[config.mk]
export PLATFORM = sky130hd
export DESIGN_NAME = charger_mode_ctrl
export DESIGN_NICKNAME = d
export VERILOG_FILES = /design/src/charger_ctrl_pkg.sv /design/src/charger_mode_ctrl.sv
export SDC_FILE = /design/constraint.sdc
export NUM_CORES = 1
export LEC_CHECK = 0
export ABC_CLOCK_PERIOD_IN_PS = 3100
export BUFFER_PORTS_ARGS = -buffer_cell sky130_fd_sc_hd__buf_2
export CORE_MARGIN = 4
export CORE_UTILIZATION = 45
export CTS_CLUSTER_DIAMETER = 50
export DETAILED_ROUTE_END_ITERATION = 8
export PLACE_DENSITY = 0.68
export RECOVER_POWER = 100
export SLEW_MARGIN = 10
export SYNTH_ARGS = -nofsm -noshare
export SYNTH_HDL_FRONTEND = slang
export SYNTH_SLANG_ARGS = --single-unit
[constraint.sdc]
create_clock -name pclk -period 3.1 [get_ports pclk]
set_input_delay 0.465 -clock pclk [delete_from_list [all_inputs] [get_ports pclk]]
set_output_delay 0.465 -clock pclk [all_outputs]
set_load 0.01 [all_outputs]
[src/charger_ctrl_pkg.sv]
// Purpose: Shared constants for the charger mode and reverse output controller.
// Assumes: APB with 32-bit data, pclk at 200 MHz.
// Notes: Current limit codes are in 10 mA steps; pin voltage words are in mV.
package charger_ctrl_pkg;
  localparam int unsigned CLK_HZ            = 200_000_000;
  localparam int unsigned START_DELAY_US    = 5000;
  localparam int unsigned START_DELAY_CYC   = START_DELAY_US * (CLK_HZ / 1_000_000);
  localparam int unsigned DELAY_W           = 21;
  localparam logic [4:0]  ADDR_CTRL         = 5'h00;
  localparam logic [4:0]  ADDR_LIMIT        = 5'h04;
  localparam logic [4:0]  ADDR_STATUS       = 5'h08;
  localparam logic [4:0]  ADDR_FLAG         = 5'h0c;
  localparam logic [4:0]  ADDR_CFG          = 5'h10;
  localparam int unsigned B_HIZ             = 0;
  localparam int unsigned B_EXT_CLAMP       = 1;
  localparam int unsigned B_SENSE_EN        = 2;
  localparam int unsigned B_FWD_PFM_DIS     = 3;
  localparam int unsigned B_FWD_OOA_DIS     = 4;
  localparam int unsigned B_REV_EN          = 5;
  localparam int unsigned B_DRV1_EN         = 6;
  localparam int unsigned B_DRV2_EN         = 7;
  localparam int unsigned B_DRV_DIS         = 8;
  localparam int unsigned B_REV_PFM_DIS     = 9;
  localparam int unsigned B_REV_OOA_DIS     = 10;
  localparam int unsigned B_CHG_EN          = 11;
  localparam int unsigned B_DREG_MASK       = 12;
  localparam logic [12:0] CTRL_RESET        = 13'h0802;
  localparam logic [8:0]  ICL_MIN_CODE      = 9'h00a;
  localparam logic [8:0]  ICL_DEFAULT_CODE  = 9'h12c;
  localparam logic [11:0] PIN_OFFSET_MV     = 12'h3e8;
  localparam logic [11:0] PIN_MIN_CLAMP_MV  = 12'h438;
  localparam int unsigned CLAMP_SHIFT       = 3;
  localparam int unsigned SENSE_UA_PER_A    = 25;
  localparam logic [5:0]  CFG_RESET         = 6'h00;
endpackage

[src/charger_mode_ctrl.sv]
// Purpose: Mode, high-impedance, input clamp and reverse output sequencing.
// Assumes: Analog comparator levels arrive asynchronously; ADC words are on pclk.
// Notes: Analog loops are outside; this block issues enables, selects, limit codes and an interrupt pulse.
//
// The APB interface to the registers and the placing of the registers were decided locally.
`timescale 1ns/1ps
`default_nettype none
module charger_mode_ctrl #(
  parameter int unsigned START_DELAY = charger_ctrl_pkg::START_DELAY_CYC
) (
  input  wire logic        pclk,
  input  wire logic        presetn,
  input  wire logic        clk_en,
  input  wire logic        psel,
  input  wire logic        penable,
  input  wire logic        pwrite,
  input  wire logic [31:0] paddr,
  input  wire logic [31:0] pwdata,
  output logic [31:0]      prdata,
  output logic             pready,
  output logic             pslverr,
  input  wire logic        pin_adc_valid,
  input  wire logic [11:0] pin_adc_mv,
  input  wire logic        detect_valid,
  input  wire logic [8:0]  detect_code,
  input  wire logic        input_overvoltage_fault,
  input  wire logic        system_overvoltage_fault,
  input  wire logic        battery_overvoltage_fault,
  input  wire logic        reverse_output_overvoltage_fault,
  input  wire logic        system_short_fault,
  input  wire logic        input_overcurrent_fault,
  input  wire logic        pin_below_stop,
  input  wire logic        pin_above_resume,
  input  wire logic        input_above_uvlo,
  input  wire logic        battery_above_uvlo,
  input  wire logic        battery_above_reverse_threshold,
  input  wire logic        thermistor_in_window,
  input  wire logic        switch_pair_one_detected,
  input  wire logic        switch_pair_two_detected,
  input  wire logic        supplement_mode,
  input  wire logic        discharge_over_limit,
  input  wire logic        system_at_min_regulation,
  input  wire logic        charge_terminated,
  input  wire logic        battery_above_min_system,
  output logic             internal_regulator,
  output logic             converter_switching,
  output logic             battery_switch,
  output logic             reverse_mode,
  output logic             pair_one_drive,
  output logic             pair_two_drive,
  output logic [8:0]       input_current_limit,
  output logic             sense_output_enable,
  output logic             sense_report_discharge,
  output logic             light_load_mod_enable,
  output logic             audio_band_avoidance,
  output logic             reduce_output_current,
  output logic             system_above_battery,
  output logic             system_offset_high,
  output logic [1:0]       discharge_limit_field,
  output logic [1:0]       thermistor_hot_limit,
  output logic [1:0]       thermistor_cold_limit,
  output logic             interrupt_pulse
);
  import charger_ctrl_pkg::*;

  typedef enum logic [1:0] {REV_IDLE, REV_WAIT_DRIVE, REV_DELAY, REV_RUN} rev_state_t;

  // Comparator levels cross into pclk through two flops each.
  localparam int unsigned NSYNC = 19;
  logic [NSYNC-1:0] sync_a;
  logic [NSYNC-1:0] sync_b;
  always_ff @(posedge pclk or negedge presetn) begin
    if (!presetn) begin
      sync_a <= '0;
      sync_b <= '0;
    end else if (clk_en) begin
      sync_a <= {input_overvoltage_fault, system_overvoltage_fault, battery_overvoltage_fault,
                 reverse_output_overvoltage_fault, system_short_fault, input_overcurrent_fault,
                 pin_below_stop, pin_above_resume, input_above_uvlo, battery_above_uvlo,
                 battery_above_reverse_threshold, thermistor_in_window,
                 switch_pair_one_detected, switch_pair_two_detected, supplement_mode,
                 discharge_over_limit, system_at_min_regulation, charge_terminated,
                 battery_above_min_system};
      sync_b <= sync_a;
    end
  end

  logic s_in_ovp, s_sys_ovp, s_bat_ovp, s_rev_ovp, s_short, s_ocp, s_pin_low, s_pin_high;
  logic s_in_ok, s_bat_ok, s_bat_rev, s_therm, s_pair1, s_pair2, s_supp, s_dis_over, s_minsys;
  logic s_term, s_bat_min;
  assign {s_in_ovp, s_sys_ovp, s_bat_ovp, s_rev_ovp, s_short, s_ocp, s_pin_low, s_pin_high,
          s_in_ok, s_bat_ok, s_bat_rev, s_therm, s_pair1, s_pair2, s_supp, s_dis_over,
          s_minsys, s_term, s_bat_min} = sync_b;

  // APB decode; one wait state, and a write lands on the edge that completes it.
  logic       wr_stb;
  logic       rd_stb;
  logic [4:0] addr;
  logic       mapped;
  assign addr   = paddr[4:0];
  assign mapped = (paddr[31:5] == '0) && (addr == ADDR_CTRL || addr == ADDR_LIMIT ||
                  addr == ADDR_STATUS || addr == ADDR_FLAG || addr == ADDR_CFG);
  assign wr_stb = psel && penable && pwrite && pready && mapped;
  assign rd_stb = psel && penable && !pwrite && !pready;
  logic [12:0] ctrl;
  logic [5:0]  cfg;
  logic        clamp_ready;
  logic [8:0]  clamp_code;
  logic        pairs_caught;
  logic        pair1_seen;
  logic        pair2_seen;
  logic        pin_hold;
  logic        dreg_flag;
  logic        dis_over_q;
  rev_state_t  rev_state;
  rev_state_t  next_rev_state;
  logic [DELAY_W-1:0] delay_cnt;

  // Hardware set of the high-impedance bit wins over a host clear in the same cycle.
  always_ff @(posedge pclk or negedge presetn) begin
    if (!presetn) begin
      ctrl <= CTRL_RESET;
    end else if (clk_en) begin
      if (wr_stb && addr == ADDR_CTRL) begin
        ctrl <= pwdata[12:0];
      end
      if (s_short || s_ocp) begin
        ctrl[B_HIZ] <= 1'b1;
      end
    end
  end

  always_ff @(posedge pclk or negedge presetn) begin
    if (!presetn) begin
      cfg <= CFG_RESET;
    end else if (clk_en && wr_stb && addr == ADDR_CFG) begin
      cfg <= pwdata[5:0];
    end
  end
  assign discharge_limit_field = cfg[1:0];
  assign thermistor_hot_limit  = cfg[3:2];
  assign thermistor_cold_limit = cfg[5:4];

  // Clamp from the pin word: (mV - 1000) / 800 mOhm, in 10 mA steps.
  logic [11:0] pin_excess;
  logic [8:0]  pin_clamp;
  assign pin_excess = pin_adc_mv - PIN_OFFSET_MV;
  assign pin_clamp  = (pin_adc_mv < PIN_MIN_CLAMP_MV) ? ICL_MIN_CODE :
                      pin_excess[CLAMP_SHIFT +: 9];

  // Nothing switches until the clamp is known, so the sample sees an unloaded pin.
  always_ff @(posedge pclk or negedge presetn) begin
    if (!presetn) begin
      clamp_ready <= 1'b0;
      clamp_code  <= ICL_MIN_CODE;
    end else if (clk_en && !clamp_ready && pin_adc_valid) begin
      clamp_ready <= 1'b1;
      clamp_code  <= pin_clamp;
    end
  end

  // Pair detection is caught once, after the synchronisers have settled.
  always_ff @(posedge pclk or negedge presetn) begin
    if (!presetn) begin
      pairs_caught <= 1'b0;
      pair1_seen   <= 1'b0;
      pair2_seen   <= 1'b0;
    end else if (clk_en && clamp_ready && !pairs_caught) begin
      pairs_caught <= 1'b1;
      pair1_seen   <= s_pair1;
      pair2_seen   <= s_pair2;
    end
  end

  logic       clamp_on;
  logic [8:0] host_code;
  assign clamp_on  = ctrl[B_EXT_CLAMP];
  assign host_code = pwdata[8:0];

  always_ff @(posedge pclk or negedge presetn) begin
    if (!presetn) begin
      input_current_limit <= ICL_DEFAULT_CODE;
    end else if (clk_en) begin
      if (!clamp_ready && pin_adc_valid) begin
        input_current_limit <= (clamp_on && ICL_DEFAULT_CODE > pin_clamp) ?
                               pin_clamp : ICL_DEFAULT_CODE;
      end else if (clamp_ready && detect_valid) begin
        input_current_limit <= (clamp_on && detect_code > clamp_code) ?
                               clamp_code : detect_code;
      end else if (wr_stb && addr == ADDR_LIMIT) begin
        input_current_limit <= (clamp_on && clamp_ready && host_code > clamp_code) ?
                               clamp_code : host_code;
      end
    end
  end

  // Pin hysteresis between the stop and resume comparators.
  always_ff @(posedge pclk or negedge presetn) begin
    if (!presetn) begin
      pin_hold <= 1'b0;
    end else if (clk_en) begin
      if (s_pin_low) begin
        pin_hold <= 1'b1;
      end else if (s_pin_high) begin
        pin_hold <= 1'b0;
      end
    end
  end

  logic hiz;
  logic ov_fault;
  logic rev_allowed;
  logic drive_ok;
  logic use_pairs;
  assign hiz         = ctrl[B_HIZ];
  assign ov_fault    = s_in_ovp || s_sys_ovp || s_bat_ovp || s_rev_ovp;
  assign rev_allowed = ctrl[B_REV_EN] && s_bat_rev && !s_bat_ovp && !s_in_ok && s_therm;
  assign use_pairs   = !ctrl[B_DRV_DIS] && (pair1_seen || pair2_seen);
  assign drive_ok    = (pair1_seen && ctrl[B_DRV1_EN]) ||
                       (pair2_seen && ctrl[B_DRV2_EN]);

  always_comb begin
    next_rev_state = rev_state;
    case (rev_state)
      REV_IDLE: begin
        if (rev_allowed && pairs_caught && !hiz) begin
          next_rev_state = use_pairs ? REV_WAIT_DRIVE : REV_DELAY;
        end
      end
      REV_WAIT_DRIVE: begin
        if (drive_ok) begin
          next_rev_state = REV_DELAY;
        end
      end
      REV_DELAY: begin
        if (delay_cnt == DELAY_W'(START_DELAY - 1)) begin
          next_rev_state = REV_RUN;
        end
      end
      REV_RUN: begin
        next_rev_state = REV_RUN;
      end
      default: begin
        next_rev_state = REV_IDLE;
      end
    endcase
    if (rev_state != REV_IDLE && (!rev_allowed || hiz)) begin
      next_rev_state = REV_IDLE;
    end else if (rev_state != REV_IDLE && use_pairs && !drive_ok) begin
      next_rev_state = REV_WAIT_DRIVE;
    end
  end

  always_ff @(posedge pclk or negedge presetn) begin
    if (!presetn) begin
      rev_state <= REV_IDLE;
      delay_cnt <= '0;
    end else if (clk_en) begin
      rev_state <= next_rev_state;
      if (next_rev_state == REV_DELAY && rev_state == REV_DELAY) begin
        delay_cnt <= delay_cnt + DELAY_W'(1);
      end else begin
        delay_cnt <= '0;
      end
    end
  end

  logic rev_active;
  logic rev_run;
  assign rev_active = ctrl[B_REV_EN];
  assign rev_run    = (rev_state == REV_RUN);

  // Converter and power path enables.
  always_ff @(posedge pclk or negedge presetn) begin
    if (!presetn) begin
      internal_regulator  <= 1'b0;
      converter_switching <= 1'b0;
      battery_switch      <= 1'b1;
      reverse_mode        <= 1'b0;
      pair_one_drive      <= 1'b0;
      pair_two_drive      <= 1'b0;
    end else if (clk_en) begin
      internal_regulator  <= !hiz;
      converter_switching <= clamp_ready && !hiz && !ov_fault && !pin_hold &&
                             (rev_active ? rev_run : s_in_ok);
      battery_switch      <= hiz || !s_in_ok || rev_active;
      reverse_mode        <= rev_active && rev_state != REV_IDLE;
      pair_one_drive      <= use_pairs && pair1_seen && ctrl[B_DRV1_EN];
      pair_two_drive      <= use_pairs && pair2_seen && ctrl[B_DRV2_EN];
    end
  end

  // Sense output gain is fixed in the analog path at SENSE_UA_PER_A per ampere.
  always_ff @(posedge pclk or negedge presetn) begin
    if (!presetn) begin
      sense_output_enable    <= 1'b0;
      sense_report_discharge <= 1'b0;
    end else if (clk_en) begin
      sense_output_enable    <= (s_in_ok || s_bat_ok) && ctrl[B_SENSE_EN] &&
                                !(s_in_ok && !rev_active && s_supp);
      sense_report_discharge <= rev_active || !s_in_ok;
    end
  end

  // Light-load modulation off means fixed frequency with DCM at light load.
  always_ff @(posedge pclk or negedge presetn) begin
    if (!presetn) begin
      light_load_mod_enable <= 1'b1;
      audio_band_avoidance  <= 1'b1;
      system_offset_high    <= 1'b1;
      system_above_battery  <= 1'b0;
    end else if (clk_en) begin
      light_load_mod_enable <= rev_active ? !ctrl[B_REV_PFM_DIS] :
                                            !ctrl[B_FWD_PFM_DIS];
      audio_band_avoidance  <= rev_active ? !ctrl[B_REV_OOA_DIS] :
                                            !ctrl[B_FWD_OOA_DIS];
      system_offset_high    <= !ctrl[B_FWD_PFM_DIS];
      system_above_battery  <= (!ctrl[B_CHG_EN] || s_term) && s_bat_min;
    end
  end

  // Discharge regulation: flag set wins over a host clear in the same cycle.
  logic dreg_rise;
  logic flag_clear;
  assign dreg_rise  = rev_run && s_dis_over && !dis_over_q;
  assign flag_clear = wr_stb && addr == ADDR_FLAG && pwdata[0];
  always_ff @(posedge pclk or negedge presetn) begin
    if (!presetn) begin
      dis_over_q            <= 1'b0;
      dreg_flag             <= 1'b0;
      reduce_output_current <= 1'b0;
      interrupt_pulse       <= 1'b0;
    end else if (clk_en) begin
      dis_over_q            <= rev_run && s_dis_over;
      reduce_output_current <= rev_run && s_dis_over;
      interrupt_pulse       <= dreg_rise && !ctrl[B_DREG_MASK];
      if (dreg_rise) begin
        dreg_flag <= 1'b1;
      end else if (flag_clear) begin
        dreg_flag <= 1'b0;
      end
    end
  end

  logic [31:0] rd_mux;
  always_comb begin
    rd_mux = '0;
    case (addr)
      ADDR_CTRL:   rd_mux = {19'h0, ctrl};
      ADDR_LIMIT:  rd_mux = {7'h0, clamp_code, 7'h0, input_current_limit};
      ADDR_STATUS: rd_mux = {22'h0, s_minsys, reduce_output_current, rev_state,
                             pair2_seen, pair1_seen, converter_switching, pin_hold,
                             clamp_ready, hiz};
      ADDR_FLAG:   rd_mux = {31'h0, dreg_flag};
      ADDR_CFG:    rd_mux = {26'h0, cfg};
      default:     rd_mux = '0;
    endcase
  end

  always_ff @(posedge pclk or negedge presetn) begin
    if (!presetn) begin
      pready  <= 1'b0;
      pslverr <= 1'b0;
      prdata  <= '0;
    end else if (clk_en) begin
      pready  <= psel && penable && !pready;
      pslverr <= psel && penable && !pready && !mapped;
      prdata  <= (rd_stb && mapped) ? rd_mux : '0;
    end
  end
endmodule
`default_nettype wire

==> summary.md, run 1 <==
| Metric | Value |
|---|---|
| Status | complete, but fails checks |
| Failing checks | capacitance limit, slew limit |
| Critical Path RT | about 3.5 ns |
| Worst Setup End Kind | flop |
| Worst setup SP type | primary input |
| Root Buffer | clkbuf_16 |
| Routability cong. | slightly below 0.9 |
| Via-to-Cell Ratio | between 5 and 6 |
| CP max stage cell | clkbuf_1 |
| Post-synth cell types | 76 |
| Multi-input gate area | 3430 sq um |
| Largest net degree at the start of global routing | 78 |
| FFs w/ async S/R, synth | 1.00 |
| Maximum clock path buffer count | 2 |
| Routed WL per cell | between 15 and 20 um |
| Port bufs | 142 |
| Die area | around 18,000 sq um |
| Fillers | about 1,400 |
| Synth top area share | 0.448 |
| Die height | roughly 140 um |
| Slew Limit Fails | 78 |
| Ports | between 150 and 200 |
| Antenna cells | 0 |
| Rows | 46 |
| Hold buffers post-CTS | 0 |
| Total Routing Usage GR | 0.221 |
| Synth Warn # | 0 |
| Cell count after synthesis | about 660 |
| Sequential share of the synthesized area | 0.491 |
| CTS tree | done |
| Setup TNS | 0 ns |
| Fmax achieved | approximately 360 MHz |
| CP peak stage delay | 0.68 ns |
| Die span in x | ~140 um |
| DRC Markers | 0 |
| Period utilization | 0.900 |
| Drt total wl | between 15,000 and 20,000 um |
| Final Critical Period | 2.79 ns |
| Clk_skew | 0.00676 ns |
| PwrDens | 590 nW/um^2 |
| Slew @ Worst Pin | ~1.9 ns |
| Final setup fails | 0 |
| Final ANT Viol Nets | 0 |
| Rel. slew slack | -0.282 |
| Routed vias | between 5,000 and 6,000 |
| Vias in the first global route | 6,018 |
| Setup bufs post-CTS | 0 |
| Lkg Pwr | just under 4 nW |
| Core area | about 16,000 sq um |
| Register bit total from synthesis | approximately 140 |
| Max VDD drop | 0.000350 V |
| Largest cells by area after synthesis | dfrtp_1 45%, mux2_2 10%, dfstp_2 4.3% |
| Antenna violations before repair | 0 |
| WS Path Type | in -> reg |
| Reg area | between 3000 and 4000 sq um |
| Layout cells sized above 1 | 0.267 |
| Critical Path Fanout Max | 16 |
| Number of synthesized flops with an enable pin | 0 |
| Fin nets | between 900 and 1,000 |
| Hpwl dp | about 15,000 um |
| Most frequent cell after synthesis | dfrtp_1 |
| Initial drt markers | ~420 |
| Skew-Pair Late Insertion Delay | 0.43 ns |
| Min Hold Slack | roughly 0.27 ns |
| Avg Cell Area, Syn | 11.0 sq um |
| DR pass1 iterations | 7 |
| Cell Chain, Critical Path | clkbuf_1 -> inv_1 -> nor2_1 -> a41o_1 -> o311ai_0 -> o21a_1 |
| Reg clk slew, reported paths | approximately 0.070 ns |
| Post-synth top cells | 130 x dfrtp_1, 65 x mux2_2, 45 x nand2_1, 44 x nor2_1, 31 x o21ai_0 |
| Ys flop type | dfrtp_1 |
| Num CTS Buffers | 17 |
| Htree depth | 4 |
| Min-Delay Path Class | in -> reg |
| Global-route wire length before repair | approximately 31,000 um |
| Post-CTS sizing | 0 |
| Area grow syn2layout | 19.7% |
| Mapped Area | 7270 sq um |
| Area leader, netlist | dfrtp_1 |
| RSZ-0062 raised after global routing | no |
| Number of max-cap violations | 1 |
| CP arrival | roughly 3.2 ns |
| TritonCTS Sinks | ~140 |
| Final hold vios | 0 |
| Initial Util | 0.458 |
| Total congestion overflow | 0 |
-- final timing paths --
kind	start	end	slack (ns)	depth (start not counted)
max in group asynchronous	presetn	input_current_limit[6]$_DFFE_PN0P_	0.73	2
max reg2reg	clamp_code[1]$_DFFE_PN1P_	input_current_limit[6]$_DFFE_PN0P_	0.35	9
max	clk_en	input_current_limit[2]$_DFFE_PN1P_	0.31	6
min in group asynchronous	presetn	delay_cnt[14]$_DFFE_PN0P_	0.56	1
min reg2reg	ctrl[12]$_DFFE_PN0P_	interrupt_pulse$_DFFE_PN0P_	0.46	1
min	system_at_min_regulation	sync_a[2]$_DFFE_PN0P_	0.27	2
-- final cells by class --
class / count / share of cell area
clock buffer: 17 / 0.0489
clock inverter: 15 / 0.0217
inverter: 24 / 0.0104
multi-input combinational: 466 / 0.395
sequential: 142 / 0.410
tap: 216 / 0.0311
timing repair buffer: 154 / 0.0831
-- power breakdown --
part	switching, W	leakage, nW	internal, W	total (W)
Clock	0.000887	0.296	0.00123	0.00211
Sequential	0.000191	1.81	0.00203	0.00222
Combinational	0.000458	1.75	0.000337	0.000795
Total	0.00154	3.85	0.00359	0.00513
-- critical path: cells and delay by family --
family	cells	cell delay, ns
AND/OR/NAND/NOR	1	0.31
buffers and inverters	2	1.24
AO/OA/AOI/OAI	3	1.13
-- sequential cells by signal, summed over array words and instances, names as in the netlist, 2 cells and up --
signal               flops
prdata                  22
delay_cnt               21
sync_a                  19
sync_b                  19
ctrl                    13
clamp_code               9
input_current_limit      9
cfg                      6
rev_state                2
-- through the flow --
step	total power [W]	instance area, sq um	cells	setup slack (ns)	utilization
finish	0.00513	8700	1034	0.309	0.548
floorplan	0.00269	7300	668	0.767	-
detailed placement	0.00306	8190	1002	0.475	0.515
CTS	0.00518	8800	1034	0.443	0.554
global route	0.00537	8700	1034	0.132	0.548
global placement	0.00303	8190	1002	0.530	0.515
-- layout by cell type (no fill, tap or decap), types with 6 or more instances in the layout --
cell,Yosys,final
xnor2_1,9,9
dfstp_2,12,6
nor4_1,9,9
nand2b_1,8,8
buf_2,5,92
conb_1,1,10
a21oi_1,17,17
clkbuf_1,12,52
buf_4,10,7
inv_1,23,24
a22o_1,16,16
mux2_2,65,64
inv_6,0,6
nor3_1,10,10
and3_1,7,7
dfstp_1,0,6
o2bb2ai_1,19,19
nand3_1,15,15
nand2_1,45,45
a221oi_1,7,7
xor2_1,11,11
mux2i_1,16,16
dfrtp_1,130,130
ha_1,20,20
clkbuf_16,0,17
nand4_1,14,15
nor2_1,44,44
o21ai_0,31,32
-- metal layers --
metal	part of all wire	track usage
met3	0.063	0.0596
met4	0.030	0.0918
met1	0.44	0.286
met5	0	0
met2	0.47	0.354
-- cell families after synthesis --
kind of cell | Yosys count | synth area share
and+or+nand+nor | 186 | 0.136
AOI/OAI and AO/OA | 149 | 0.152
DFF | 142 | 0.491
muxes | 81 | 0.123
buffers and inverters | 60 | 0.0391
adders and majority gates | 20 | 0.0344
xor gates and xnor gates | 20 | 0.0241
other | 1 | 0.000516
No activity file was read; power rests on OpenSTA's default activity.
==> inputs of run 2 (changes only) <==
Settings changed: BUFFER_PORTS_ARGS -buffer_cell sky130_fd_sc_hd__buf_2 to unset, DONT_BUFFER_PORTS set to 1, PLACE_DENSITY 0.68 to 0.59.
==> run 2 against run 1 <==
The flow finishes with violations (hold timing). First-iteration DRC count decreased by 8.2%. Worst hold slack got worse by 0.54 ns. Critical endpoint is now input_current_limit[6]$_DFFE_PN0P_. Clock skew increased by 0.0021 ns. Maximum frequency increased by 1.6%. Total power decreased by 5.1%. Final cell count decreased by 14%. Worst setup slack improved by 0.044 ns. Largest cell class unchanged.
==> summary.md, run 2 (synthesis results as in run 1) <==
| Metric | Value |
|---|---|
| Total congestion overflow | 0 (unchanged) |
| Core area | 15,900 sq um (unchanged) |
| Initial drt markers | 382 (was 416) |
| Flop pwr share | 0.463 (was 0.433) |
| CTS tree | done (unchanged) |
| Skew-Pair Late Insertion Delay | 0.43 ns (about the same) |
| Layout cells sized above 1 | 0.169 (was 0.267) |
| Antenna cells | 0 (unchanged) |
| Reg clk slew, reported paths | 0.06 ns (was 0.07 ns) |
| Vias in the first global route | 5,247 (was 6,018) |
| DP Area | 7420 sq um (was 8190 sq um) |
| Routed vias | 5,210 (was 5,839) |
| Placed insts | 853 (was 1,002) |
| Reg area | 3570 sq um (unchanged) |
| Drt total wl | 18,900 um (was 19,900 um) |
| WS Path Type | reg -> reg (was in -> reg) |
| Final Worst Setup Slack | 0.353 ns (was 0.309 ns) |
| Int Pwr | 0.00350 W (was 0.00359 W) |
| Period utilization | 0.886 (was 0.900) |
| Routed WL per cell | 21.4 um (was 19.3 um) |
| Global-route wire length before repair | 29,600 um (was 31,400 um) |
| Slew @ Worst Pin | 1.38 ns (was 1.92 ns) |
| Number of max-cap violations | 0 (was 1) |
| Die height | 135 um (unchanged) |
| Slew Limit Fails | 0 (was 78) |
| Setup TNS | 0 ns (unchanged) |
| Commonest non-fill, non-tap cell in the layout | dfrtp_1 (unchanged) |
| Total Routing Usage GR | 0.211 (was 0.221) |
| Rows | 46 (unchanged) |
| Die area | 18,300 sq um (unchanged) |
| Ports | 175 (unchanged) |
| Largest net degree at the start of global routing | 143 (was 78) |
| Largest register FFs | 22 (unchanged) |
| Htree depth | 4 (unchanged) |
| TritonCTS Sinks | 142 (unchanged) |
| Max VDD drop | 0.000411 V (was 0.000350 V) |
| PwrDens | 611 nW/um^2 (was 590 nW/um^2) |
| Net Sw Power | 0.00136 W (was 0.00154 W) |
| Routability cong. | 0.883 (was 0.893) |
| Post-CTS sizing | 0 (unchanged) |
| DRC Markers | 0 (unchanged) |
| Setup bufs post-CTS | 0 (unchanged) |
| CP arrival | 3.05 ns (was 3.15 ns) |
| Place WS | 0.454 ns (was 0.475 ns) |
| Fin nets | 788 (was 937) |
| DR pass1 iterations | 5 (was 7) |
| Area grow syn2layout | 9.52% (was 19.7%) |
| Fmax achieved | 364 MHz (was 358 MHz) |
| Clk_skew | 0.00885 ns (was 0.00676 ns) |
| Critical Path RT | 3.40 ns (was 3.46 ns) |
| Biggest regs | prdata x22, delay_cnt x21 (unchanged) |
| Port bufs | 0 (was 142) |
| RSZ-0062 raised after global routing | no (unchanged) |
| Fillers | 1,486 (was 1,432) |
| Final Critical Period | 2.75 ns (was 2.79 ns) |
| Logic pwr share | 0.118 (was 0.155) |
| Critical Path Fanout Max | 9 (was 16) |
| Multi-input gate area | 3410 sq um (was 3430 sq um) |
| Reg with most FFs | prdata (unchanged) |
| Commonest cells after routing, fill and taps aside | 130 x dfrtp_1, 65 x mux2_2, 46 x nand2_1 (was 130 x dfrtp_1, 92 x buf_2, 64 x mux2_2) |
| Final setup fails | 0 (unchanged) |
| Rel. slew slack | 0.0701 (was -0.282) |
| Clock power frac | 0.419 (was 0.412) |
| Min Hold Slack | -0.269 ns (was 0.268 ns) |
| Fin cells | 885 (was 1,034) |
| Final hold vios | 132 (was 0) |
| Maximum clock path buffer count | 2 (unchanged) |
| Min-Delay Path Class | in -> async (was in -> reg) |
| Final ANT Viol Nets | 0 (unchanged) |
| Sw Ratio | 0.280 (was 0.299) |
| Initial Util | 0.458 (unchanged) |
| Worst Setup End Kind | flop (unchanged) |
| Antenna violations before repair | 0 (unchanged) |
| Lkg Pwr | 3.37 nW (was 3.85 nW) |
| Die span in x | 135 um (unchanged) |
| Num CTS Buffers | 17 (unchanged) |
| Failing checks | hold timing (was capacitance limit, slew limit) |
| Root Buffer | clkbuf_16 (unchanged) |
| Worst setup SP type | flop (was primary input) |
| Hpwl dp | 14,000 um (was 15,200 um) |
| Status | complete, but fails checks (unchanged) |
| Via-to-Cell Ratio | 5.89 (was 5.65) |
| Final instance area | 7960 sq um (was 8700 sq um) |
## run 2: critical path: stages (launching register included)
cell and delay, ns:
dfstp_1 0.65, inv_1 0.12, ha_1 0.32, nand2b_1 0.06
a21oi_1 0.15, o41ai_1 0.09, a21oi_2 0.54, mux2_2 0.40
o21ai_0 0.18, o21ai_0 0.11
## run 2: worst paths after layout
check / from / to / slack, ns / cells after the start
setup / recovery: clamp_code[1]$_DFFE_PN1P_ / input_current_limit[6]$_DFFE_PN0P_ / 0.35 / 9
hold / removal: presetn / delay_cnt[17]$_DFFE_PN0P_ / -0.27 / 0
setup reg to reg: clamp_code[1]$_DFFE_PN1P_ / input_current_limit[6]$_DFFE_PN0P_ / 0.35 / 9
hold reg to reg: ctrl[12]$_DFFE_PN0P_ / interrupt_pulse$_DFFE_PN0P_ / 0.46 / 1
max in group asynchronous: presetn / input_current_limit[8]$_DFFE_PN1P_ / 3.05 / 0
min in group pclk: pin_adc_mv[3] / clamp_code[0]$_DFFE_PN0P_ / 0.14 / 1
## run 2: area by class of cell
class,instances,share of cell area
sequential,142,0.448
multi-input combinational,466,0.429
clock buffer,18,0.0539
tap,216,0.0339
clock inverter,14,0.0198
inverter,24,0.0113
timing repair buffer,5,0.00424
## run 2: through the flow
step | total power [W] | util
3_5_place_dp | 0.00287 | 0.467
3_3_place_gp | 0.00285 | 0.467
2_1_floorplan | 0.00269 | -
5_1_grt | 0.00511 | 0.501
6_report | 0.00487 | 0.501
4_1_cts | 0.00492 | 0.504
## run 2: metal layers
| metal | vias to the layer above | global-route usage | wire length (um) |
|---|---|---|---|
| li1 | 2428 | - | - |
| met4 | 0 | 0.0661 | 302 |
| met2 | 168 | 0.328 | 8830 |
| met5 | - | 0 | 0 |
| met1 | 2588 | 0.291 | 8710 |
| met3 | 26 | 0.0540 | 1080 |
## run 2: power by group through the flow
stage,Combinational [W],Sequential [W],Clock [W]
4_1_cts,0.000577,0.00226,0.00208
6_report,0.000574,0.00225,0.00204
5_1_grt,0.000663,0.00227,0.00218
3_5_place_dp,0.000574,0.00230,0
2_1_floorplan,0.000508,0.00219,0
3_3_place_gp,0.000563,0.00229,0
